--- src/cmvm_defs.vh ---
// Purpose: shared constants for the chip mode and vector map block
// Assumes: byte addresses on a 32-bit classic Wishbone slave
// Notes:   definitions only
`ifndef CMVM_DEFS_VH
`define CMVM_DEFS_VH
// ==========================================================
// register byte offsets
`define CMVM_OFS_MODE      8'h00
`define CMVM_OFS_VECBASE   8'h04
`define CMVM_OFS_ENABLES   8'h08
`define CMVM_OFS_STATUS    8'h0c
`define CMVM_OFS_MASK      8'h10
`define CMVM_OFS_LASTVEC   8'h14
// ==========================================================
// mode register fields
`define CMVM_MODE_BIT      0
`define CMVM_BDM_BIT       1
`define CMVM_SEC_BIT       2
`define CMVM_PIN_BIT       3
// enables register fields
`define CMVM_OSCEN_BIT     0
`define CMVM_WDR_LSB       1
`define CMVM_WDR_MSB       3
`define CMVM_PAOVF_BIT     4
`define CMVM_PAEDGE_BIT    5
`define CMVM_UART_LSB      6
`define CMVM_UART_MSB      9
// status and mask fields
`define CMVM_EV_SERVED     0
`define CMVM_EV_SPUR       1
`define CMVM_EV_WSTOP      2
`define CMVM_EV_WWAIT      3
`define CMVM_EV_W          4
// ==========================================================
// reset values
`define CMVM_RST_MODE      1'b1
`define CMVM_RST_VECBASE   8'hff
`define CMVM_RST_ENABLES   10'h000
`define CMVM_RST_MASK      4'h0
// ==========================================================
// reset vectors and interrupt vector offsets
`define CMVM_VEC_RESET     16'hfffe
`define CMVM_VEC_CLKMON    16'hfffc
`define CMVM_VEC_WDOG      16'hfffa
`define CMVM_OFF_TRAP      8'hf8
`define CMVM_OFF_SWI       8'hf6
`define CMVM_OFF_XIRQ      8'hf4
`define CMVM_OFF_IRQ       8'hf2
`define CMVM_OFF_PAOVF     8'hdc
`define CMVM_OFF_PAEDGE    8'hda
`define CMVM_OFF_UART      8'hd6
`define CMVM_OFF_SPUR      8'h80
// cycles the boot pin chain needs before capture
`define CMVM_CAPT_CYC      2'h3
`endif

--- src/cmvm_chip_mode_vector_map.v ---
// Purpose: latch the operating mode after reset and map reset and
//          interrupt sources onto vector addresses for the core
// Assumes: single clock at 100 MHz; core inputs are on that clock;
//          boot and debug pins are asynchronous
// Notes:   registers on classic Wishbone, one word each
`include "cmvm_defs.vh"
module cmvm_chip_mode_vector_map #(
  parameter NSRC = 7                  // number of interrupt sources
) (
  input  wire        clock,           // system clock
  input  wire        rst,             // async reset, high
  // wishbone slave
  input  wire        wb_cyc_i,        // bus cycle
  input  wire        wb_stb_i,        // strobe
  input  wire        wb_we_i,         // write enable
  input  wire [7:0]  wb_adr_i,        // byte address
  input  wire [3:0]  wb_sel_i,        // byte selects
  input  wire [31:0] wb_dat_i,        // write data
  output reg  [31:0] wb_dat_o,        // read data
  output wire        wb_ack_o,        // acknowledge
  output wire        irqOut,          // level interrupt
  // pins
  input  wire        bootModeSelect,  // boot mode strap
  input  wire        debugPinIn,      // single debug pin level
  // reset sources, levels from reset controller
  input  wire        clkMonRst,       // clock monitor reset cause
  input  wire        wdogRst,         // watchdog reset cause
  // security and flash
  input  wire        securedIn,       // device secured
  input  wire        flashAccReq,     // debug flash access request
  output reg         flashBlock_ff,   // flash access refused
  // core side
  input  wire        iBit,            // core I mask
  input  wire        xBit,            // core X mask
  input  wire        stopMode,        // core in stop
  input  wire        waitMode,        // core in wait
  input  wire        vecReq,          // vector fetch request
  input  wire        vecIsReset,      // fetch is a reset fetch
  output reg         vecAck_ff,       // vector valid pulse
  output reg  [15:0] vecAddr_ff,      // vector address
  output reg         bdmActive_ff,    // debug unit active
  output reg         monitorRom_ff,   // run monitor from ROM
  output reg         debugEn_ff,      // debug features on
  output reg         wakeStop_ff,     // wake from stop
  output reg         wakeWait_ff,     // wake from wait
  // request sources
  input  wire        trapReq,         // unimplemented trap
  input  wire        swiReq,          // software interrupt
  input  wire        xirqReq,         // nonmaskable pin
  input  wire        irqReq,          // maskable pin
  input  wire        paOvfReq,        // pulse acc overflow
  input  wire        paEdgeReq,       // pulse acc edge
  input  wire [3:0]  uartReq          // uart flags
);
  // ========================================================
  // state codes
  localparam [2:0] ST_IDLE  = 3'b001;
  localparam [2:0] ST_CHECK = 3'b010;
  localparam [2:0] ST_DONE  = 3'b100;

  reg         ack_ff;
  reg         mode_ff;
  reg  [7:0]  vecBase_ff;
  reg  [9:0]  enables_ff;
  reg  [3:0]  status_ff;
  reg  [3:0]  mask_ff;
  reg  [2:0]  bootSync_ff;
  reg  [2:0]  dbgSync_ff;
  reg         dbgLevel_ff;
  reg  [1:0]  captCnt_ff;
  reg         captDone_ff;
  reg  [2:0]  state_ff;
  reg  [2:0]  winner_ff;
  reg         hit_ff;
  reg  [2:0]  nxt_state;
  reg  [3:0]  nxt_status;
  reg  [3:0]  evSet;
  reg  [15:0] nxt_vec;
  reg         spurNow;
  reg  [31:0] byteMask;
  reg  [2:0]  pick;
  reg         anyPend;
  reg         pd;
  integer     k;
  wire [NSRC-1:0] pend;
  wire [NSRC-1:0] stopAble;
  wire        busWr;
  wire        busRd;
  wire [2:0]  wdRate;
  wire [3:0]  uartEn;

  assign wdRate = enables_ff[`CMVM_WDR_MSB:`CMVM_WDR_LSB];
  assign uartEn = enables_ff[`CMVM_UART_MSB:`CMVM_UART_LSB];

  // ========================================================
  // fixed offset per source, index 0 highest priority
  function [7:0] srcOffset;
    input [2:0] idx;
    begin
      case (idx)
        3'h0: srcOffset = `CMVM_OFF_TRAP;
        3'h1: srcOffset = `CMVM_OFF_SWI;
        3'h2: srcOffset = `CMVM_OFF_XIRQ;
        3'h3: srcOffset = `CMVM_OFF_IRQ;
        3'h4: srcOffset = `CMVM_OFF_PAOVF;
        3'h5: srcOffset = `CMVM_OFF_PAEDGE;
        3'h6: srcOffset = `CMVM_OFF_UART;
        default: srcOffset = `CMVM_OFF_SPUR;
      endcase
    end
  endfunction

  // ========================================================
  // request gating: masks and local enables per source
  genvar g;
  generate
    for (g = 0; g < NSRC; g = g + 1) begin : gSrc
      if (g == 0) begin : gTrap
        assign pend[g]     = trapReq;
        assign stopAble[g] = 1'b0;
      end else if (g == 1) begin : gSwi
        assign pend[g]     = swiReq;
        assign stopAble[g] = 1'b0;
      end else if (g == 2) begin : gXirq
        assign pend[g]     = xirqReq & ~xBit;
        assign stopAble[g] = 1'b1;
      end else if (g == 3) begin : gIrq
        assign pend[g]     = irqReq & ~iBit;
        assign stopAble[g] = 1'b1;
      end else if (g == 4) begin : gPaOvf
        assign pend[g]     = paOvfReq & ~iBit &
                             enables_ff[`CMVM_PAOVF_BIT];
        assign stopAble[g] = 1'b0;
      end else if (g == 5) begin : gPaEdge
        assign pend[g]     = paEdgeReq & ~iBit &
                             enables_ff[`CMVM_PAEDGE_BIT];
        assign stopAble[g] = 1'b0;
      end else begin : gUart
        assign pend[g]     = (|(uartReq & uartEn)) & ~iBit;
        assign stopAble[g] = 1'b1;
      end
    end
  endgenerate

  // priority pick: lowest index is the highest offset
  always @* begin
    pick    = 3'h7;
    anyPend = 1'b0;
    for (k = NSRC - 1; k >= 0; k = k - 1) begin
      if (pend[k]) begin
        pick    = k[2:0];
        anyPend = 1'b1;
      end
    end
  end

  // ========================================================
  // pin synchronisers, three stages each
  always @(posedge clock or posedge rst) begin
    if (rst) begin
      bootSync_ff <= 3'h0;
      // debug pin idles high; a low start would show a false low level
      dbgSync_ff  <= 3'h7;
      dbgLevel_ff <= 1'b1;
    end else begin
      bootSync_ff <= {bootSync_ff[1:0], bootModeSelect};
      dbgSync_ff  <= {dbgSync_ff[1:0], debugPinIn};
      if (dbgSync_ff[1] == dbgSync_ff[2]) begin
        dbgLevel_ff <= dbgSync_ff[2];
      end
    end
  end

  // ========================================================
  // wishbone slave: one wait state, ack drops after one cycle
  assign busWr    = wb_cyc_i & wb_stb_i & wb_we_i & ~ack_ff;
  assign busRd    = wb_cyc_i & wb_stb_i & ~wb_we_i & ~ack_ff;
  assign wb_ack_o = ack_ff;

  always @* begin
    byteMask = {{8{wb_sel_i[3]}}, {8{wb_sel_i[2]}},
                {8{wb_sel_i[1]}}, {8{wb_sel_i[0]}}};
  end

  // read mux; unmapped addresses read zero
  always @(posedge clock or posedge rst) begin
    if (rst) begin
      ack_ff   <= 1'b0;
      wb_dat_o <= 32'h0;
    end else begin
      ack_ff <= wb_cyc_i & wb_stb_i & ~ack_ff;
      if (busRd) begin
        if (wb_adr_i == `CMVM_OFS_MODE) begin
          wb_dat_o <= {28'h0, dbgLevel_ff, securedIn,
                       bdmActive_ff, mode_ff};
        end else if (wb_adr_i == `CMVM_OFS_VECBASE) begin
          wb_dat_o <= {24'h0, vecBase_ff};
        end else if (wb_adr_i == `CMVM_OFS_ENABLES) begin
          wb_dat_o <= {22'h0, enables_ff};
        end else if (wb_adr_i == `CMVM_OFS_STATUS) begin
          wb_dat_o <= {28'h0, status_ff};
        end else if (wb_adr_i == `CMVM_OFS_MASK) begin
          wb_dat_o <= {28'h0, mask_ff};
        end else if (wb_adr_i == `CMVM_OFS_LASTVEC) begin
          wb_dat_o <= {16'h0, vecAddr_ff};
        end else begin
          wb_dat_o <= 32'h0;
        end
      end
    end
  end

  // ========================================================
  // mode capture after release, then limited software change;
  // capture waits for the sync chain to fill and agree
  always @(posedge clock or posedge rst) begin
    if (rst) begin
      mode_ff     <= `CMVM_RST_MODE;
      captCnt_ff  <= 2'h0;
      captDone_ff <= 1'b0;
    end else if (!captDone_ff) begin
      if (captCnt_ff != `CMVM_CAPT_CYC) begin
        captCnt_ff <= captCnt_ff + 2'h1;
      end else if (bootSync_ff[1] == bootSync_ff[2]) begin
        mode_ff     <= bootSync_ff[2];
        captDone_ff <= 1'b1;
      end
    end else if (busWr && wb_sel_i[0] &&
                 wb_adr_i == `CMVM_OFS_MODE) begin
      // only special to normal; the reverse would bypass security
      if (!mode_ff && wb_dat_i[`CMVM_MODE_BIT]) begin
        mode_ff <= 1'b1;
      end
    end
  end

  // ========================================================
  // control registers with byte lanes
  always @(posedge clock or posedge rst) begin
    if (rst) begin
      vecBase_ff <= `CMVM_RST_VECBASE;
      enables_ff <= `CMVM_RST_ENABLES;
      mask_ff    <= `CMVM_RST_MASK;
    end else if (busWr) begin
      if (wb_adr_i == `CMVM_OFS_VECBASE) begin
        vecBase_ff <= (vecBase_ff & ~byteMask[7:0]) |
                      (wb_dat_i[7:0] & byteMask[7:0]);
      end else if (wb_adr_i == `CMVM_OFS_ENABLES) begin
        enables_ff <= (enables_ff & ~byteMask[9:0]) |
                      (wb_dat_i[9:0] & byteMask[9:0]);
      end else if (wb_adr_i == `CMVM_OFS_MASK) begin
        mask_ff <= (mask_ff & ~byteMask[3:0]) |
                   (wb_dat_i[3:0] & byteMask[3:0]);
      end
    end
  end

  // ========================================================
  // vector fetch sequence
  always @* begin
    nxt_state = state_ff;
    case (state_ff)
      ST_IDLE:  if (vecReq) nxt_state = ST_CHECK;
      ST_CHECK: nxt_state = ST_DONE;
      ST_DONE:  if (!vecReq) nxt_state = ST_IDLE;
      default:  nxt_state = ST_IDLE;
    endcase
  end

  // vector choice in the check cycle
  always @* begin
    pd      = pend[winner_ff];
    spurNow = 1'b0;
    if (vecIsReset) begin
      if (clkMonRst && enables_ff[`CMVM_OSCEN_BIT]) begin
        nxt_vec = `CMVM_VEC_CLKMON;
      end else if (wdogRst && (wdRate != 3'h0)) begin
        nxt_vec = `CMVM_VEC_WDOG;
      end else begin
        nxt_vec = `CMVM_VEC_RESET;
      end
    end else if (hit_ff && pd) begin
      nxt_vec = {vecBase_ff, srcOffset(winner_ff)};
    end else begin
      // nothing pending at the take, or the request went away before the answer
      nxt_vec = {vecBase_ff, `CMVM_OFF_SPUR};
      spurNow = 1'b1;
    end
  end

  always @(posedge clock or posedge rst) begin
    if (rst) begin
      state_ff   <= ST_IDLE;
      winner_ff  <= 3'h0;
      hit_ff     <= 1'b0;
      vecAck_ff  <= 1'b0;
      vecAddr_ff <= `CMVM_VEC_RESET;
    end else begin
      state_ff  <= nxt_state;
      vecAck_ff <= 1'b0;
      if (state_ff == ST_IDLE && vecReq) begin
        winner_ff <= pick;
        hit_ff    <= anyPend;
      end
      if (state_ff == ST_CHECK) begin
        vecAddr_ff <= nxt_vec;
        vecAck_ff  <= 1'b1;
      end
    end
  end

  // ========================================================
  // mode, debug, security and wake outputs
  always @(posedge clock or posedge rst) begin
    if (rst) begin
      bdmActive_ff  <= 1'b0;
      monitorRom_ff <= 1'b0;
      debugEn_ff    <= 1'b0;
      flashBlock_ff <= 1'b1;
      wakeStop_ff   <= 1'b0;
      wakeWait_ff   <= 1'b0;
    end else begin
      bdmActive_ff  <= ~mode_ff;
      monitorRom_ff <= ~mode_ff;
      // secured parts keep debug only in special mode
      debugEn_ff    <= ~securedIn | ~mode_ff;
      flashBlock_ff <= securedIn & flashAccReq;
      wakeStop_ff   <= stopMode & (|(pend & stopAble));
      wakeWait_ff   <= waitMode & (|pend[NSRC-1:2]);
    end
  end

  // ========================================================
  // sticky events; a new event beats the clear-on-read
  always @* begin
    evSet = 4'h0;
    evSet[`CMVM_EV_SERVED] = (state_ff == ST_CHECK);
    evSet[`CMVM_EV_SPUR]   = (state_ff == ST_CHECK) & spurNow &
                             ~vecIsReset;
    evSet[`CMVM_EV_WSTOP]  = stopMode & (|(pend & stopAble));
    evSet[`CMVM_EV_WWAIT]  = waitMode & (|pend[NSRC-1:2]);
    nxt_status = status_ff;
    if (busRd && wb_adr_i == `CMVM_OFS_STATUS) begin
      nxt_status = 4'h0;
    end
    nxt_status = nxt_status | evSet;
  end

  always @(posedge clock or posedge rst) begin
    if (rst) begin
      status_ff <= 4'h0;
    end else begin
      status_ff <= nxt_status;
    end
  end

  assign irqOut = |(status_ff & mask_ff);

endmodule

--- config.mk ---
export PLATFORM = sky130hd
export DESIGN_NAME = cmvm_chip_mode_vector_map
export DESIGN_NICKNAME = d
export VERILOG_FILES = /design/src/cmvm_chip_mode_vector_map.v
export VERILOG_INCLUDE_DIRS = /design/src
export SDC_FILE = /design/constraint.sdc
export NUM_CORES = 1
export LEC_CHECK = 0
export ABC_AREA = 1
export BUFFER_PORTS_ARGS = -buffer_cell sky130_fd_sc_hd__buf_4
export CELL_PAD_IN_SITES_DETAIL_PLACEMENT = 1
export CELL_PAD_IN_SITES_GLOBAL_PLACEMENT = 1
export CORE_ASPECT_RATIO = 1.4
export CORE_MARGIN = 2
export CORE_UTILIZATION = 36
export DETAILED_ROUTE_END_ITERATION = 10
export PLACE_DENSITY_LB_ADDON = 0.1
export SLEW_MARGIN = 20
export SYNTH_ARGS = -nofsm -noshare
export SYNTH_HDL_FRONTEND = slang
export SYNTH_SLANG_ARGS = --single-unit
--- constraint.sdc ---
create_clock -name clock -period 3.2 [get_ports clock]
set_input_delay 0.32 -clock clock [delete_from_list [all_inputs] [get_ports clock]]
set_output_delay 0.32 -clock clock [all_outputs]
set_load 0.01 [all_outputs]
==> results.yml, run 1 <==
layout:
  final-seq-area_um2: 2040
  layoutNonFillerInstCount: 677
  multi_input_area_um2: 1390
  nNetsFinal: 606
  drive_above_1_share: 0.286
  final_area_um2: 4780
  diodes: 0
  fillCellCount: 1306
  syn2layout_area_growth_pct: 25.8
global_route:
  antenna_found_initial: 0
  top_usage_layer: "met2"
  grt_use_met3: 0.0277
  grt_start_max_net_pins: 32
  grtUsageTotal: 0.182
  grt_pass1_wl_um: 16500
  gr-usage-met2: 0.327
  grt_pass1_vias: 3369
  grt_overflow_total: 0
  grt.met1_usage: 0.215
critical_path:
  worst_path_most_repeated_cell: "nor2_1"
  cp.required_ns: 3.45
  worst_path_largest_cell_delay_ns: 0.40
  start_kind: "flip-flop"
  crit_type: "reg2reg"
  endpoint_kind: "flip-flop"
  arrival_ns: 2.15
  slowest_stage: "dfrtp_1"
  crit_chain: "nor3_2 > inv_2 > nor2_1 > inv_1 > nor2_1 > a21oi_1"
  cp_max_fo: 17
clocking:
  cts-buffers-inserted: 9
  clock-sinks: 80
  postCtsResizedCells: 0
  cts_hold_buf: 0
  cts_buffer_depth: 2
  cts_tree: "done"
  post-cts-setup-buffer-count: 0
  clk_pin_slew_ns: 0.06
  h-tree-depth: 3
  clk-insertion-delay-late_ns: 0.33
  ctsRootBufferMaster: "clkbuf_16"
route:
  dr.first_iter.drc_count: 77
  num_vias: 3174
  dr.pass1.iters: 4
  ant_nets: 0
  vias_per_cell: 4.69
  route.detailed.drc: 0
  route.detailed.wl_per_inst_um: 14.9
  wl_um: 10100
power:
  power.density_nw_per_um2: 624
  vdd_drop_max_uv: 280
  p_leak_nw: 2.49
timing:
  finClkSkew_ns: 0.0102
  finalSetupViolCount: 0
  fin_crit_ns: 1.90
  setup_ws_ns: 1.30
  rsz0062_at_grt: "false"
  fmax_mhz: 527
  setup_tns_ns: 0
  slew_headroom: 0.625
  whs_ns: -0.000170
  hold_violations: 3
  drv_slew: 0
  period_share: 0.592
  worst_slew_pin_slew_ns: 0.557
synth:
  synth_area_um2: 3800
  ys.flop_type: "dfrtp_1"
  synth_seq_cells: 80
  synth_area_per_cell_um2: 8.51
  synth-edff-count: 0
  yosysUniqueCellTypes: 37
  synthArstFlopShare: 1.00
  synthesis.instances: 446
  synth_warnings: 0
  seq_area_frac_synth: 0.537
die:
  core_area_um2: 10300
  fp.dieW_um: 90.8
  die-area_um2: 11400
  ioPinCount: 128
  num_rows: 44
  start_util: 0.367
  die_y_um: 126
run:
  maxCapViolations: 0
placed_design:
  dp_slack_ns: 1.24
  placed_cells: 661
  port_buffers: 85
  placed_area_um2: 4500
  hpwl_um: 7880
  place_congestion: 0.835
hold_path:
  hold_class: "in2async"
run_status:
  outcome: "complete, but fails checks"
  failed_checks: "hold timing"
==> final timing paths <==
kind                       slack [ns]      startpoint              to  cells past startpoint
setup / recovery                 1.30     state_ff[2]   vecAddr_ff[6]                      6
hold / removal                -0.0002             rst    wb_dat_o[12]                      2
setup reg to reg                 1.30     state_ff[2]   vecAddr_ff[6]                      6
hold reg to reg                  0.36   dbgSync_ff[0]   dbgSync_ff[1]                      0
max in group asynchronous        2.40             rst   flashBlock_ff                      3
min in group clock               0.09  bootModeSelect  bootSync_ff[0]                      1
==> layout make-up <==
| cell class | instances | share of cell area |
|---|---|---|
| clock buffers | 13 | 0.0545 |
| clock inverters | 3 | 0.00367 |
| inverters | 65 | 0.0511 |
| multi-input cells | 291 | 0.292 |
| flip-flops and latches | 80 | 0.426 |
| well taps | 138 | 0.0361 |
| repair buffers | 87 | 0.137 |
==> placed cells by master (no fill, tap or decap), types with 13 or more instances in the layout <==
master   netlist  routed
nand2_1      118     118
o21ai_0       13      13
nand3_1       14      14
buf_4         20      87
dfrtp_1       52      52
nor2_1        36      36
conb_1         2      18
dfstp_2       28      28
a21oi_1       22      22
o21ai_1       23      23
inv_1         58      57
==> critical path, delay by kind of cell, from the launching register on <==
family	cells	cell delay (ns)
flip-flops	1	0.40
AO/OA/AOI/OAI	1	0.06
AND/OR/NAND/NOR	3	0.86
buffers and inverters	2	0.48
==> synthesized netlist by cell type, types with 2 or more instances <==
cell        n  share of area
o21ai_1    23          0.030
conb_1      2         0.0020
o22ai_1     9          0.015
nand3_1    14          0.018
dfstp_2    28           0.19
inv_1      58          0.057
o21ai_0    13          0.017
nor3_1      2         0.0026
buf_2       2         0.0026
inv_2       7         0.0069
clkbuf_1    3         0.0030
nor3_4      2         0.0086
nand4_1     6         0.0099
nand2_1   118           0.12
o21ai_2     6          0.014
a21oi_1    22          0.029
nor2_1     36          0.036
dfrtp_1    52           0.34
nand2_2     3         0.0049
buf_4      20          0.040
a22oi_1     4         0.0079
==> where the power goes <==
part	internal (mW)	switching [mW]
combinational	0.297	0.400
sequential	1.22	0.108
clock	0.566	0.395
==> cell families (layout without fill, tap and decap cells) <==
| kind of cell | after synthesis | after routing | synth area share |
|---|---|---|---|
| flops | 80 | 80 | 0.537 |
| simple gates | 187 | 187 | 0.215 |
| compound gates | 81 | 81 | 0.121 |
| xor+xnor | 2 | 2 | 0.00462 |
| other cells | 2 | 18 | 0.00198 |
| buf+inv | 91 | 168 | 0.112 |
| mux | 1 | 1 | 0.00297 |
| fa+ha+maj | 2 | 2 | 0.00593 |
==> stage by stage <==
step | utilization | power (mW)
2_1_floorplan | - | 1.75
3_3_place_gp | 0.435 | 2.03
3_5_place_dp | 0.435 | 2.05
4_1_cts | 0.462 | 3.02
5_1_grt | 0.462 | 3.14
6_report | 0.462 | 2.98
==> layer usage <==
| metal | vias to the layer above | routed length, µm | part of all wire |
|---|---|---|---|
| met1 | 1545 | 4240 | 0.42 |
| met3 | 14 | 339 | 0.034 |
| li1 | 1555 | - | - |
| met5 | - | 0 | 0 |
| met2 | 60 | 5270 | 0.52 |
| met4 | 0 | 233 | 0.023 |
(Power assumes the default switching activity.)
==> run 2, diff against run 1 <==
CORE_UTILIZATION = 33   (was 36)
clock period = 1.55 ns   (was 3.2 ns; I/O delays follow)
==> run 2 against run 1 <==
  * The run now ends clean
  * Power is 120% higher
  * Clock-buffer cell count is 1 lower
  * Final area is 7.0% higher
  * Largest cell class unchanged
==> results.yml, run 2 (synthesized netlist as in run 1, its figures left out) <==
placed_design:
  port_buffers: 85
  dp_slack_ns: -0.0381
  place_congestion: 0.844
  hpwl_um: 8270
route:
  vias_per_cell: 4.60
  dr.pass1.iters: 4
  wl_um: 10600
  route.detailed.wl_per_inst_um: 14.8
  route.detailed.drc: 0
  dr.first_iter.drc_count: 101
  num_vias: 3309
  ant_nets: 0
critical_path:
  critPathBufInv: 2
  worst_path_largest_cell_delay_ns: 0.46
  start_kind: "flip-flop"
  worst_r2r_path_depth: 12
  cp.required_ns: 1.83
  crit_type: "reg2reg"
  endpoint_kind: "flip-flop"
  timing.reg2reg.setup_slack_ns: 0.10
  cp_max_fo: 8
  reg2reg_from: "winner_ff[0]"
  cpLargestDelayFamily: "simple AND/OR/NAND/NOR gates"
  arrival_ns: 1.73
  crit_chain: "nand2_1 > inv_2 > nand2_1 > nand2_1 > o21ai_2 > nand2_1 > a21oi_2 > buf_4 > nand2_1 > nand2_1 > nand2_1 > nand2_1"
  worst_path_most_repeated_cell: "nand2_1"
  crit-reg2reg-capture: "vecAddr_ff[2]"
  slowest_stage: "dfrtp_2"
layout:
  diodes: 0
  nNetsFinal: 642
  syn2layout_area_growth_pct: 34.7
  layout_common_cells: "nand2_1, buf_4, inv_1"
  fillCellCount: 1409
  final-seq-area_um2: 2040
  drive_above_1_share: 0.343
  multi_input_area_um2: 1420
global_route:
  grt_pass1_wl_um: 17100
  grt_overflow_total: 0
  grt_pass1_vias: 3432
  antenna_found_initial: 0
  grtUsageTotal: 0.183
  grt_start_max_net_pins: 81
power:
  switching_share: 0.305
  power.density_nw_per_um2: 1270
  switchingPower_mw: 1.98
  power.internal_mw: 4.52
  vdd_drop_max_uv: 526
  power.share.combinational: 0.269
  clockPowerShare: 0.309
  seqPwrFrac: 0.422
  p_leak_nw: 2.67
  p_total_mw: 6.50
timing:
  fmax_mhz: 690
  rsz0062_at_grt: "true"
  finClkSkew_ns: 0.00751
  fin_crit_ns: 1.45
  setup_tns_ns: 0
  whs_ns: 0.0185
  drv_slew: 0
  finalSetupViolCount: 0
  setup_ws_ns: 0.100
  hold_violations: 0
  period_share: 0.935
hold_path:
  holdPathEnd: "flashBlock_ff"
  hold_class: "in2reg"
  hold_start: "flashAccReq"
  min_path_cells: 3
die:
  die-area_um2: 12400
  fp.dieW_um: 94.6
  ioPinCount: 128
  die_y_um: 131
  num_rows: 46
  core_area_um2: 11300
  start_util: 0.337
run:
  maxCapViolations: 0
clocking:
  cts_tree: "done"
  clock-sinks: 80
  cts_buffer_depth: 2
  ctsRootBufferMaster: "clkbuf_16"
  clk_pin_slew_ns: 0.06
  clk-insertion-delay-late_ns: 0.34
  h-tree-depth: 3
  cts-buffers-inserted: 9
run_status:
  outcome: "finished clean"
-- run 2: cell count changes in the layout (fill, tap and decap cells not counted), moves of 2 or more --
cell,change
buf_4,+31
dlygate4sd3_1,+4
nor2_1,-4
nor2_2,+4
clkinvlp_4,+2
dfrtp_1,-2
dfrtp_2,+2
inv_1,-2
-- run 2: layer usage --
metal | GRT usage | wire (µm) | vias to the layer above
met1 | 0.209 | 4270 | 1603
met4 | 0.0563 | 119 | 0
met5 | 0 | 0 | -
li1 | - | - | 1633
met3 | 0.0327 | 384 | 10
met2 | 0.344 | 5870 | 63
-- run 2: cell type report --
type                    instances  share of cell area
clock buffers                  12              0.0502
clock inverters                 4             0.00563
inverters                      65              0.0484
multi-input cells             291               0.277
flip-flops and latches         80               0.399
well taps                     144              0.0352
repair buffers                123               0.185
-- run 2: worst min-delay path, cell delays in order --
cell and delay [ns]:
buf_4 0.11, nand2_1 0.05, inv_1 0.04
-- run 2: worst max-delay path by stage --
stage	from	endpoint	slack (ns)	depth (start not counted)
6_report	winner_ff[0]	vecAddr_ff[2]	0.10	12
5_1_grt	wb_ack_o	mode_ff	-0.004	7
4_1_cts	winner_ff[1]	vecAddr_ff[1]	0.002	10
3_5_place_dp	winner_ff[1]	vecAddr_ff[1]	-0.04	10
3_3_place_gp	wb_adr_i[7]	flip-flop	-0.009	9
2_1_floorplan	wb_ack_o	wb_dat_o[10]	0.04	4
-- run 2: power groups by stage --
stage	registers (mW)	logic, mW	clock network (mW)
3_5_place_dp	2.77	1.68	0
2_1_floorplan	2.79	0.817	0
5_1_grt	2.80	1.96	2.16
3_3_place_gp	2.77	1.64	0
6_report	2.75	1.75	2.01
4_1_cts	2.74	1.72	2.06
-- run 2: stage by stage --
stage,util,cells,area [µm²]
finish,0.453,719,5110
global route,0.453,719,5110
CTS,0.451,718,5080
detailed placement,0.421,697,4750
global placement,0.421,697,4750
floorplan,-,462,3860
-- run 2: what timing repair did --
action,CTS,global route
hold buffers,4,0
hold endpoints to repair,55,0
gates resized for setup,2,11
buffers inserted,1,1
endpoints found under the setup margin,2,16
==> run 3, diff against run 2 <==
CORE_UTILIZATION = 39   (was 33)
SKIP_CTS_REPAIR_TIMING = 1   (was default)
clock period = 1.83 ns   (was 1.55 ns; I/O delays follow)
==> run 3 against run 2 <==
  * Clock power is 3% higher
  * Register-to-register slack gained 0.08 ns
  * Global-route usage increased by 2.4 points
  * Via count down 2.7%
  * Clock skew fell by 0.0015 ns
  * Utilization up 7.0 points
  * Die area down 15%
  * Flip-flop and latch count unchanged
  * Critical path depth shrank 4
  * Sequential power fell by 16%
  * First-iteration DRC count fell by 7.9%
  * Highest routed layer unchanged
==> results.yml, run 3 (synthesized netlist as in run 1, its figures left out) <==
run:
  maxCapViolations: 0
die:
  die-area_um2: 10500
  fp.dieW_um: 87.4
  num_rows: 42
  start_util: 0.401
  die_y_um: 121
  core_area_um2: 9460
  ioPinCount: 128
global_route:
  grt_start_max_net_pins: 31
  grt_pass1_wl_um: 16600
  grtUsageTotal: 0.207
  antenna_found_initial: 0
  grt_pass1_vias: 3407
  grt_overflow_total: 0
critical_path:
  arrival_ns: 1.87
  cp_max_fo: 3
  worst_path_most_repeated_cell: "nand2_1"
  crit_type: "reg2reg"
  worst_path_largest_cell_delay_ns: 0.41
  crit_chain: "nand2_1 > nand2_1 > o21ai_0 > nand2_1 > nor2_1 > inv_1 > o22ai_1 > inv_1"
  endpoint_kind: "flip-flop"
  start_kind: "flip-flop"
  slowest_stage: "o21ai_0"
  cp.required_ns: 2.05
route:
  route.detailed.drc: 0
  dr.first_iter.drc_count: 93
  vias_per_cell: 4.87
  ant_nets: 0
  dr.pass1.iters: 4
  route.detailed.wl_per_inst_um: 15.6
  num_vias: 3220
  wl_um: 10300
run_status:
  outcome: "finished clean"
power:
  power.density_nw_per_um2: 1150
  vdd_drop_max_uv: 541
  p_leak_nw: 2.59
placed_design:
  placed_area_um2: 4560
  port_buffers: 85
  hpwl_um: 7990
  place_congestion: 0.844
timing:
  finClkSkew_ns: 0.00604
  period_share: 0.901
  drv_slew: 0
  rsz0062_at_grt: "false"
  finalSetupViolCount: 0
  hold_violations: 0
  worst_slew_pin_slew_ns: 0.568
  slew_headroom: 0.620
  fmax_mhz: 607
  setup_tns_ns: 0
  fin_crit_ns: 1.65
layout:
  drive_above_1_share: 0.299
  syn2layout_area_growth_pct: 30.3
  fillCellCount: 1124
  diodes: 0
  layout_common_cells: "nand2_1, buf_4, inv_1"
  nNetsFinal: 618
  mostFrequentLayoutCell: "nand2_1"
  final_area_um2: 4950
clocking:
  cts_buffer_depth: 2
  clk_pin_slew_ns: 0.06
  cts_tree: "done"
  clk-insertion-delay-late_ns: 0.34
  ctsRootBufferMaster: "clkbuf_16"
  h-tree-depth: 3
  clock-sinks: 80
  cts-buffers-inserted: 9
hold_path:
  hold_class: "in2reg"
## run 3: cell count changes in the layout (fill, tap and decap cells not counted), moves of 2 or more
cell and change:
clkinvlp_4 -2, nor2_1 +4, buf_4 -24, bufinv_16 +3
inv_2 -2, inv_1 +2, nor2_2 -4
## run 3: power breakdown
part / total [mW] / leakage [nW] / switching, mW / internal [mW]
combinational: 1.29 / 1.47 / 0.732 / 0.562
sequential: 2.32 / 0.945 / 0.193 / 2.13
clock: 2.08 / 0.170 / 0.672 / 1.41
total: 5.70 / 2.59 / 1.60 / 4.10
## run 3: metrics by stage
stage | total power [mW] | hold slack, ns | utilization | worst slack (ns) | cells
floorplan | 3.06 | 0.187 | - | 0.318 | 462
global placement | 3.58 | 0.272 | 0.482 | 0.227 | 642
detailed placement | 3.64 | 0.279 | 0.482 | 0.146 | 642
CTS | 5.74 | -0.0787 | 0.519 | 0.111 | 658
global route | 6.02 | 0.0559 | 0.523 | 0.0470 | 661
finish | 5.70 | 0.0415 | 0.523 | 0.182 | 661
## run 3: per-layer routing
metal / share of wire / routed length [µm] / up-vias / track usage
li1: - / - / 1592 / -
met1: 0.41 / 4250 / 1555 / 0.244
met2: 0.54 / 5560 / 66 / 0.366
met3: 0.035 / 365 / 7 / 0.0389
met4: 0.013 / 131 / 0 / 0.0788
met5: 0 / 0 / - / 0
## run 3: critical path: cells and delay by family (launching register included)
kind	cells	cell delay, ns
simple gates	4	0.50
buf+inv	2	0.13
compound gates	2	0.53
flops	1	0.37
## run 3: final timing paths
path                                from                         end  slack (ns)  depth (start not counted)
setup / recovery               flip-flop                      hit_ff        0.18                          8
hold / removal               flashAccReq               flashBlock_ff        0.04                          3
setup reg to reg               flip-flop                      hit_ff        0.18                          8
hold reg to reg            dbgSync_ff[0]               dbgSync_ff[1]        0.36                          0
max in group asynchronous            rst  asynchronous set/reset pin        0.75                          4
min in group asynchronous            rst               captCnt_ff[0]        0.47                          3
## run 3: cell type report
| cell class | instances | area, µm² | area share |
|---|---|---|---|
| Clock buffer | 13 | 260 | 0.0526 |
| Clock inverter | 3 | 90.1 | 0.0182 |
| Inverter | 65 | 248 | 0.0501 |
| Multi-Input combinational cell | 291 | 1400 | 0.282 |
| Sequential cell | 80 | 2040 | 0.412 |
| Tap cell | 110 | 138 | 0.0278 |
| Timing Repair Buffer | 99 | 776 | 0.157 |
